--- src/rtl/wake_regs_cfg.svh ---
// Offsets, field positions and reset values of the wake-frame mask bank.
// Assumes a 7-bit register address as decoded from the serial frame.
`ifndef WAKE_REGS_CFG_SVH
`define WAKE_REGS_CFG_SVH

// -----------------------------------------------------------------
// Register offsets
// -----------------------------------------------------------------
`define ADDR_ID_MASK_HI   7'h28
`define ADDR_ID_MASK_MID  7'h29
`define ADDR_ID_MASK_LO   7'h2A
`define ADDR_LENGTH_CODE  7'h2B
`define ADDR_PAYLOAD_B7   7'h2C

// -----------------------------------------------------------------
// Field layout and reset values
// -----------------------------------------------------------------
`define LO_MASK_MSB       6
`define LO_MASK_LSB       2
`define LEN_CODE_MSB      3
`define LEN_FULL_BIT      3
`define LEN_FULL_BYTES    4'h8
`define RST_BYTE          8'h00
`define RST_LO_MASK       5'h00
`define RST_LEN_CODE      4'h0

`endif

--- src/rtl/wake_regs_pkg.sv ---
// Types shared by the wake-frame mask bank and its identifier matcher.
// Assumes nothing of its surroundings.
package wake_regs_pkg;
   typedef logic [7:0]  reg_byte_t;
   typedef logic [6:0]  reg_addr_t;
   typedef logic [3:0]  len_code_t;
   typedef logic [28:0] can_id_t;
endpackage : wake_regs_pkg

--- src/rtl/wake_match_if.sv ---
// Carrier between the mask bank and its identifier matcher.
// Assumes the matcher is purely combinational.
interface wake_match_if;
   import wake_regs_pkg::*;
   can_id_t   rx_id;
   can_id_t   cfg_id;
   can_id_t   mask;
   len_code_t rx_code;
   len_code_t cfg_code;
   logic      id_hit;
   logic      code_hit;
   modport matcher (input rx_id, cfg_id, mask, rx_code, cfg_code,
                    output id_hit, code_hit);
   modport bank    (output rx_id, cfg_id, mask, rx_code, cfg_code,
                    input id_hit, code_hit);
endinterface : wake_match_if

--- src/rtl/wake_frame_mask_dlc_regs.sv ---
// Identifier mask, length code and payload byte seven registers of the
// selective-wake filter, plus the configuration-valid flag and the
// registered match result of the wake frame comparator.
// Assumes register accesses arrive already decoded from the serial port,
// one cycle wide, and that frame fields are presented with i_rx_valid.
`include "wake_regs_cfg.svh"

module wake_frame_mask_dlc_regs (
   input  wire logic                   i_core_clk,
   input  wire logic                   i_rst_n,
   input  wire logic                   i_soft_rst,
   input  wire logic                   i_reg_wr,
   input  wire logic                   i_reg_rd,
   input  wire wake_regs_pkg::reg_addr_t i_reg_addr,
   input  wire wake_regs_pkg::reg_byte_t i_reg_wdata,
   input  wire logic                   i_cfg_valid_set,
   input  wire logic                   i_other_cfg_wr,
   input  wire logic                   i_stop_mode,
   input  wire logic                   i_wake_event,
   input  wire wake_regs_pkg::reg_byte_t i_mask_id_top,
   input  wire wake_regs_pkg::can_id_t   i_cfg_id,
   input  wire logic                   i_rx_valid,
   input  wire wake_regs_pkg::can_id_t   i_rx_id,
   input  wire wake_regs_pkg::len_code_t i_rx_code,
   output logic                        o_config_valid,
   output wake_regs_pkg::reg_byte_t    o_reg_rdata,
   output wake_regs_pkg::reg_byte_t    o_payload_byte_seven,
   output wake_regs_pkg::len_code_t    o_length_code,
   output wake_regs_pkg::len_code_t    o_payload_len,
   output wake_regs_pkg::can_id_t      o_id_mask,
   output logic                        o_id_match,
   output logic                        o_wake_hit
);
   import wake_regs_pkg::*;

   // -----------------------------------------------------------------
   // Storage
   // -----------------------------------------------------------------
   reg_byte_t id_mask_upper_byte;
   reg_byte_t id_mask_middle_byte;
   logic [4:0] id_mask_low_bits;
   len_code_t length_code;

   // -----------------------------------------------------------------
   // Address decode
   // -----------------------------------------------------------------
   wire logic sel_hi  = (i_reg_addr == `ADDR_ID_MASK_HI);
   wire logic sel_mid = (i_reg_addr == `ADDR_ID_MASK_MID);
   wire logic sel_lo  = (i_reg_addr == `ADDR_ID_MASK_LO);
   wire logic sel_len = (i_reg_addr == `ADDR_LENGTH_CODE);
   wire logic sel_b7  = (i_reg_addr == `ADDR_PAYLOAD_B7);
   wire logic in_bank = sel_hi | sel_mid | sel_lo | sel_len | sel_b7;
   wire logic bank_wr = i_reg_wr & in_bank;

   // Read mux; reserved positions are constant zero
   reg_byte_t next_rdata;
   assign next_rdata =
      sel_hi  ? id_mask_upper_byte :
      sel_mid ? id_mask_middle_byte :
      sel_lo  ? {1'b0, id_mask_low_bits, 2'b00} :
      sel_len ? {4'h0, length_code} :
      sel_b7  ? o_payload_byte_seven : `RST_BYTE;

   // Decoded payload length: any code with the top bit set means eight
   len_code_t next_len;
   assign next_len = length_code[`LEN_FULL_BIT] ?
                     `LEN_FULL_BYTES : length_code;

   // Full 29-bit mask vector as seen by the comparator
   can_id_t next_mask;
   assign next_mask = {i_mask_id_top, id_mask_upper_byte,
                       id_mask_middle_byte, id_mask_low_bits};

   // Any change of wake configuration, or any config write in stop
   wire logic stop_wr   = i_stop_mode & (i_other_cfg_wr | bank_wr);
   wire logic cfg_clear = bank_wr | stop_wr | i_wake_event;

   // -----------------------------------------------------------------
   // Comparator hookup
   // -----------------------------------------------------------------
   wake_match_if mif ();
   assign mif.rx_id    = i_rx_id;
   assign mif.cfg_id   = i_cfg_id;  // Standard ids live in 28..18
   assign mif.mask     = o_id_mask;
   assign mif.rx_code  = i_rx_code;
   assign mif.cfg_code = length_code;

   wake_id_matcher u_matcher (
      .m (mif.matcher)
   );

   wire logic frame_ok = i_rx_valid & mif.id_hit & mif.code_hit;

   // -----------------------------------------------------------------
   // Mask registers
   // -----------------------------------------------------------------
   // Power-on and soft reset both bring the masks to zero
   always_ff @(posedge i_core_clk or negedge i_rst_n) begin
      if (!i_rst_n) begin
         id_mask_upper_byte  <= `RST_BYTE;
         id_mask_middle_byte <= `RST_BYTE;
         id_mask_low_bits    <= `RST_LO_MASK;
      end else if (i_soft_rst) begin
         id_mask_upper_byte  <= `RST_BYTE;
         id_mask_middle_byte <= `RST_BYTE;
         id_mask_low_bits    <= `RST_LO_MASK;
      end else if (i_reg_wr) begin
         if (sel_hi)  id_mask_upper_byte  <= i_reg_wdata;
         if (sel_mid) id_mask_middle_byte <= i_reg_wdata;
         if (sel_lo)  id_mask_low_bits    <=
            i_reg_wdata[`LO_MASK_MSB:`LO_MASK_LSB];
      end
   end

   // -----------------------------------------------------------------
   // Length code and payload byte
   // -----------------------------------------------------------------
   // Only the low nibble is stored, so the upper bits cannot stick
   always_ff @(posedge i_core_clk or negedge i_rst_n) begin
      if (!i_rst_n) begin
         length_code          <= `RST_LEN_CODE;
         o_payload_byte_seven <= `RST_BYTE;
      end else if (i_soft_rst) begin
         length_code          <= `RST_LEN_CODE;
         o_payload_byte_seven <= `RST_BYTE;
      end else if (i_reg_wr) begin
         if (sel_len) length_code <=
            i_reg_wdata[`LEN_CODE_MSB:0];
         if (sel_b7)  o_payload_byte_seven <= i_reg_wdata;
      end
   end

   // -----------------------------------------------------------------
   // Configuration-valid flag
   // -----------------------------------------------------------------
   // Clear wins over a same-cycle set: a half-changed setup never arms
   always_ff @(posedge i_core_clk or negedge i_rst_n) begin
      if (!i_rst_n)
         o_config_valid <= 1'b0;
      else if (i_soft_rst | cfg_clear)
         o_config_valid <= 1'b0;
      else if (i_cfg_valid_set)
         o_config_valid <= 1'b1;
   end

   // -----------------------------------------------------------------
   // Registered outputs
   // -----------------------------------------------------------------
   // Copies lag their source by one cycle, keeping outputs flop-driven
   always_ff @(posedge i_core_clk or negedge i_rst_n) begin
      if (!i_rst_n) begin
         o_reg_rdata   <= `RST_BYTE;
         o_length_code <= `RST_LEN_CODE;
         o_payload_len <= `RST_LEN_CODE;
         o_id_mask     <= '0;
         o_id_match    <= 1'b0;
         o_wake_hit    <= 1'b0;
      end else begin
         if (i_reg_rd) o_reg_rdata <= next_rdata;
         o_length_code <= length_code;
         o_payload_len <= next_len;
         o_id_mask     <= next_mask;
         o_id_match    <= frame_ok;
         o_wake_hit    <= frame_ok & o_config_valid;
      end
   end
endmodule : wake_frame_mask_dlc_regs

--- src/rtl/wake_id_matcher.sv ---
// Masked identifier and length-code comparator.
// Assumes the bank registers its results; this block is combinational.
module wake_id_matcher (
   wake_match_if.matcher m
);
   import wake_regs_pkg::*;

   // -----------------------------------------------------------------
   // Per-bit compare: a clear mask bit makes the bit a don't-care
   // -----------------------------------------------------------------
   can_id_t bit_ok;
   genvar   i;
   generate
      for (i = 0; i < 29; i = i + 1) begin : g_bit
         assign bit_ok[i] = ~m.mask[i] | (m.rx_id[i] == m.cfg_id[i]);
      end
   endgenerate

   // All four code bits must agree, not just the decoded length
   assign m.id_hit   = &bit_ok;
   assign m.code_hit = (m.rx_code == m.cfg_code);
endmodule : wake_id_matcher

--- config.mk ---
export PLATFORM = sky130hd
export DESIGN_NAME = wake_frame_mask_dlc_regs
export DESIGN_NICKNAME = d
export VERILOG_FILES = /design/src/rtl/wake_regs_pkg.sv /design/src/rtl/wake_match_if.sv /design/src/rtl/wake_frame_mask_dlc_regs.sv /design/src/rtl/wake_id_matcher.sv
export VERILOG_INCLUDE_DIRS = /design/src /design/src/rtl
export SDC_FILE = /design/constraint.sdc
export NUM_CORES = 1
export LEC_CHECK = 0
export BUFFER_PORTS_ARGS = -buffer_cell sky130_fd_sc_hd__buf_4
export CAP_MARGIN = 5
export CORE_MARGIN = 3
export CORE_UTILIZATION = 25
export CTS_BUF_LIST = sky130_fd_sc_hd__clkbuf_4
export DETAILED_ROUTE_END_ITERATION = 16
export HOLD_SLACK_MARGIN = 0.02
export PLACE_DENSITY = 0.51
export REMOVE_ABC_BUFFERS = 1
export SLEW_MARGIN = 25
export SYNTH_ARGS = -nofsm -noshare
export SYNTH_HDL_FRONTEND = slang
export SYNTH_HIERARCHICAL = 1
export SYNTH_SLANG_ARGS = --single-unit
--- constraint.sdc ---
create_clock -name i_core_clk -period 2.6 [get_ports i_core_clk]
set_input_delay 0.13 -clock i_core_clk [delete_from_list [all_inputs] [get_ports i_core_clk]]
set_output_delay 0.13 -clock i_core_clk [all_outputs]
set_load 0.03 [all_outputs]
Yosys cells after proc, flatten, opt, wreduce, memory -nomap -nowiden. Index checks and enable logic that the tools add are counted.

Bits in registers: 81. Input port bits: 95. Output and inout port bits: 56. Word-level logic and storage cells: 154.

Equality and inequality tests: 35. Mux-type cells: 23. Bitwise operators: 71. Reduce and logical (&&, ||, !) cells: 13.

Operators by type and width (number): $mux W8 (14); $or A1 B1 Y1 (37); $eq A7 B6 Y1 const B (5); $eq A1 B1 Y1 (29); $not A1 Y1 (29); $reduce_and A29 Y1 (1); $mux W4 (4); $mux W5 (3); $reduce_bool A2 Y1 (7); $reduce_and A2 Y1 (5); $and A1 B1 Y1 (5); $eq A4 B4 Y1 (1); $mux W1 (2).

Longest topological paths before layout.
Depth in word-level cells: 12. Gate-level depth with buffers: 7. Mapped depth without buffers: 7.

Modules after synthesis. Netlist, hierarchy kept.

Modules (own cells, without submodules): wake_frame_mask_dlc_regs (instances 1, cells an instance 226, area an instance 3046.7 sq um, sequential area each 2001.9 sq um); wake_id_matcher (instances 1, cells an instance 52, area an instance 444.2 sq um, sequential area each 0.0 sq um).

Least setup slack after synthesis. OpenSTA, ideal clock, no wires.

Kind: register to register. Start: register o_id_mask[24]. End: register o_wake_hit. Setup time: 0.067 ns. Arrival time: 1.466 ns. Required time: 2.533 ns. Path slack: 1.068 ns. Stages on the path, launching flop included: 7. Path buffers: 0. Clock period less this slack: 1.532 ns. Path through: dfrtp_1 a22o_1 a221oi_1 nand4_1 nor3_2 and3_1 and2_1.

Word-level cells in the longest chain between the ends: 6.

RTL lines: start: declaration (line wake_frame_mask_dlc_regs.sv:30) `output wake_regs_pkg::can_id_t o_id_mask,`; start signal: assignment (line wake_frame_mask_dlc_regs.sv:162) `o_id_mask <= next_mask;`; $not A1 Y1 (line wake_id_matcher.sv:15) `assign bit_ok[i] = ~m.mask[i] | (m.rx_id[i] == m.cfg_id[i]);`; $or A1 B1 Y1 (line wake_id_matcher.sv:15); $reduce_and A29 Y1 (line wake_id_matcher.sv:20) `assign m.id_hit = &bit_ok;`; via mif.id_hit (line wake_match_if.sv:10) `logic id_hit;`; $and A1 B1 Y1 (2 in series) (line wake_frame_mask_dlc_regs.sv:92) `wire logic frame_ok = i_rx_valid & mif.id_hit & mif.code_hit;`; via frame_ok (line wake_frame_mask_dlc_regs.sv:92); $and A1 B1 Y1 (line wake_frame_mask_dlc_regs.sv:164) `o_wake_hit <= frame_ok & o_config_valid;`; end signal: assignment (line wake_frame_mask_dlc_regs.sv:164); end: declaration (line wake_frame_mask_dlc_regs.sv:32) `output logic o_wake_hit`.

The timed path passes the listed nets, and every way through them passes these cells. A chain may end at the register's enable or synchronous reset.

Worst setup path in the final report.
Start: register o_id_mask[14]. End: register o_wake_hit.

Same word-level chain as after synthesis.

==> results.py <==
metrics = {
    "floorplanning": {
        "boundaryPins": 151,
        "dieArea_um2": 15400,
        "die_w_um": 124,
        "coreArea_um2": 13500,
        "die_h_um": 124,
        "rows": 42,
        "start_util": 0.259,
    },
    "layout": {
        "area.growth.synth_to_final_pct": 47.3,
        "n_fill_cell": 1350,
        "antenna_cells": 0,
        "drive_gt1_frac": 0.392,
        "fin_util": 0.382,
        "nets": 541,
    },
    "placed_design": {
        "hpwl_mm": 7.56,
        "io_buffers": 150,
        "gp_congestion": 0.801,
    },
    "power_and_ir_drop": {
        "seqPwrFrac": 0.503,
        "p_sw_frac": 0.237,
        "p_int_mw": 1.91,
        "ir_drop_mv": 0.159,
        "p_sw_mw": 0.595,
        "share_comb_of_total_power": 0.128,
        "power_density_nw_per_um2": 487,
        "power.leakage_nw": 2.77,
        "power_frac_clock": 0.369,
    },
    "timing": {
        "slew_violations": 0,
        "tightest_slew_ns": 0.741,
        "maxSlewHeadroom": 0.506,
        "setup-violations-final": 0,
        "finalCriticalPeriod_ns": 1.71,
        "rsz0062_at_grt": "no",
        "clock_skew_ns": 0.0109,
        "fin_setup_tns_ns": 0,
        "max_freq_ghz": 0.585,
        "hold_viol_final": 0,
        "finalCritPeriodShare": 0.657,
    },
    "drt": {
        "drt_iter0_drc": 164,
        "dr.pass1.iters": 4,
        "vias_per_cell": 4.51,
        "wire_per_inst_um": 16.5,
        "wl_met2_mm": 5.19,
        "vias": 2826,
        "wl_met3_um": 794,
        "top_layer": "met4",
        "drcViolationCount": 0,
        "antenna_left": 0,
        "drt_wl_total_mm": 10.4,
        "wl_met1_mm": 4.32,
    },
    "setup_path": {
        "critical_path.top_delay_family": "simple AND/OR/NAND/NOR gates",
        "crit_type": "reg2reg",
        "crit_slowest_cell": "dfrtp_1",
        "setup.worst_path.start_class": "flop",
        "cp_data_arrival_time_ns": 2.08,
        "required_ns": 2.97,
        "worstPathMaxFanout": 2,
        "crit_buf_inv": 0,
        "max_stage_delay_ns": 0.42,
        "crit_path_end_kind": "flop",
        "path_cells": "a22o_1 > a221oi_1 > nand4_1 > nor3_2 > and3_1 > and2_1",
    },
    "global_routing": {
        "antenna_found_initial": 0,
        "grt_pass1_vias": 2963,
        "grt_overflow": 0,
        "grt_usage": 0.136,
        "grt_start_max_net_pins": 81,
        "grt_pass1_wl_mm": 15.7,
    },
    "outcome": {
        "status": "completed",
    },
    "clock_network": {
        "htreeDepth": 3,
        "cts-resized-gates": 0,
        "root_buffer": "clkbuf_4",
        "cts_sinks": 80,
        "clockBufferDepth": 2,
        "insertion_delay_ns": 0.42,
        "postCtsSetupBuffers": 0,
        "cts_tree": "yes",
        "cts_buffers": 9,
        "path_clk_slew_ns": 0.13,
        "hold_buffers": 20,
    },
    "hold_path": {
        "hold_path_class": "in2reg",
    },
    "synth": {
        "synth_area_um2": 3490,
        "ys_types": 42,
        "synth_edf_count": 0,
        "synthCells": 278,
        "ys_seq_area_frac": 0.573,
        "ys_ff_latch": 80,
        "synth_warnings": 6,
        "ys.flop_type": "dfrtp_1",
        "syn_area_per_cell_um2": 12.6,
        "ys_async_sr_fraction": 1.00,
    },
    "flow_run": {
        "timing.max_cap.violations": 0,
    },
}
-- state kept, by name, indices dropped and copies added, names as in the netlist --
register,count
id_mask_low_bits,5
id_mask_middle_byte,8
id_mask_upper_byte,8
length_code,4
o_config_valid,1
o_id_mask,29
o_id_match,1
o_length_code,4
o_payload_byte_seven,8
o_payload_len,3
o_reg_rdata,8
o_wake_hit,1
-- metrics by stage --
step	std cells	setup WS, ns	total power, mW	hold slack, ns	instance area (um^2)
2_1_floorplan	265	1.07	1.37	-0.166	3410
3_3_place_gp	591	0.839	1.58	0.240	4760
3_5_place_dp	591	0.853	1.58	0.241	4760
4_1_cts	627	0.871	2.55	0.0776	5140
5_1_grt	627	0.761	2.63	0.0939	5140
6_report	627	0.891	2.51	0.105	5140
-- routing by layer --
layer  global-route usage  up-vias
li1                     -     1320
met1                0.173     1405
met2                0.229       94
met3               0.0395        7
met4               0.0287        0
met5                    0        -
-- synthesized netlist by cell type, types with 4 or more instances --
cell type	number	area (um^2)
inv_1	6	22.5
buf_2	4	20.0
mux2i_1	35	350
dfrtp_1	80	2000
nor2b_1	4	25.0
nor2_1	34	128
o21ai_1	9	45.0
xor2_1	33	289
a22o_1	4	35.0
o2bb2ai_1	6	52.6
a22oi_1	7	52.6
a221oi_1	5	43.8
-- worst paths after layout --
path,start,endpoint,slack (ns),cells past startpoint
worst min register to register,id_mask_middle_byte[7],o_id_mask[12],0.42,0
worst max-delay path,o_id_mask[14],o_wake_hit,0.89,6
min in group asynchronous,i_rst_n,o_id_mask[6],0.29,2
worst max register to register,o_id_mask[14],o_wake_hit,0.89,6
max in group asynchronous,i_rst_n,length_code[3],1.78,2
worst min-delay path,i_soft_rst,id_mask_middle_byte[7],0.11,2
-- power by group through the flow --
stage	Combinational [mW]	Clock [mW]	Sequential, mW
6_report	0.321	0.925	1.26
3_5_place_dp	0.300	0	1.28
4_1_cts	0.326	0.963	1.26
5_1_grt	0.351	1.01	1.26
2_1_floorplan	0.0723	0	1.30
3_3_place_gp	0.295	0	1.28
-- cell type report --
class	instances	area, um^2	share of cell area
clock inverters	6	108	0.0209
well taps	176	220	0.0428
flip-flops and latches	80	2000	0.389
inverters	6	22.5	0.00438
clock buffers	10	75.1	0.0146
repair buffers	170	1330	0.259
multi-input cells	179	1390	0.270
-- cells in the final DEF (no fill, tap or decap), drive strengths merged, types with 7 or more instances in the layout --
master       netlist  routed
a22oi              7       7
buf               10     150
clkbuf             3      10
dfrtp             80      80
dlygate4sd3        0      20
mux2i             35      35
nor2              36      36
o21ai             12      12
xor2              33      33
-- cells by family (layout without fill, tap and decap cells) --
family / count (synthesis) / after routing / synth area share
mux: 36 / 36 / 0.104
xor+xnor: 33 / 33 / 0.0828
flops: 80 / 80 / 0.573
buf+inv: 19 / 192 / 0.0294
compound gates: 45 / 45 / 0.0978
simple gates: 65 / 65 / 0.113
No activity file was read; power rests on OpenSTA's default activity.
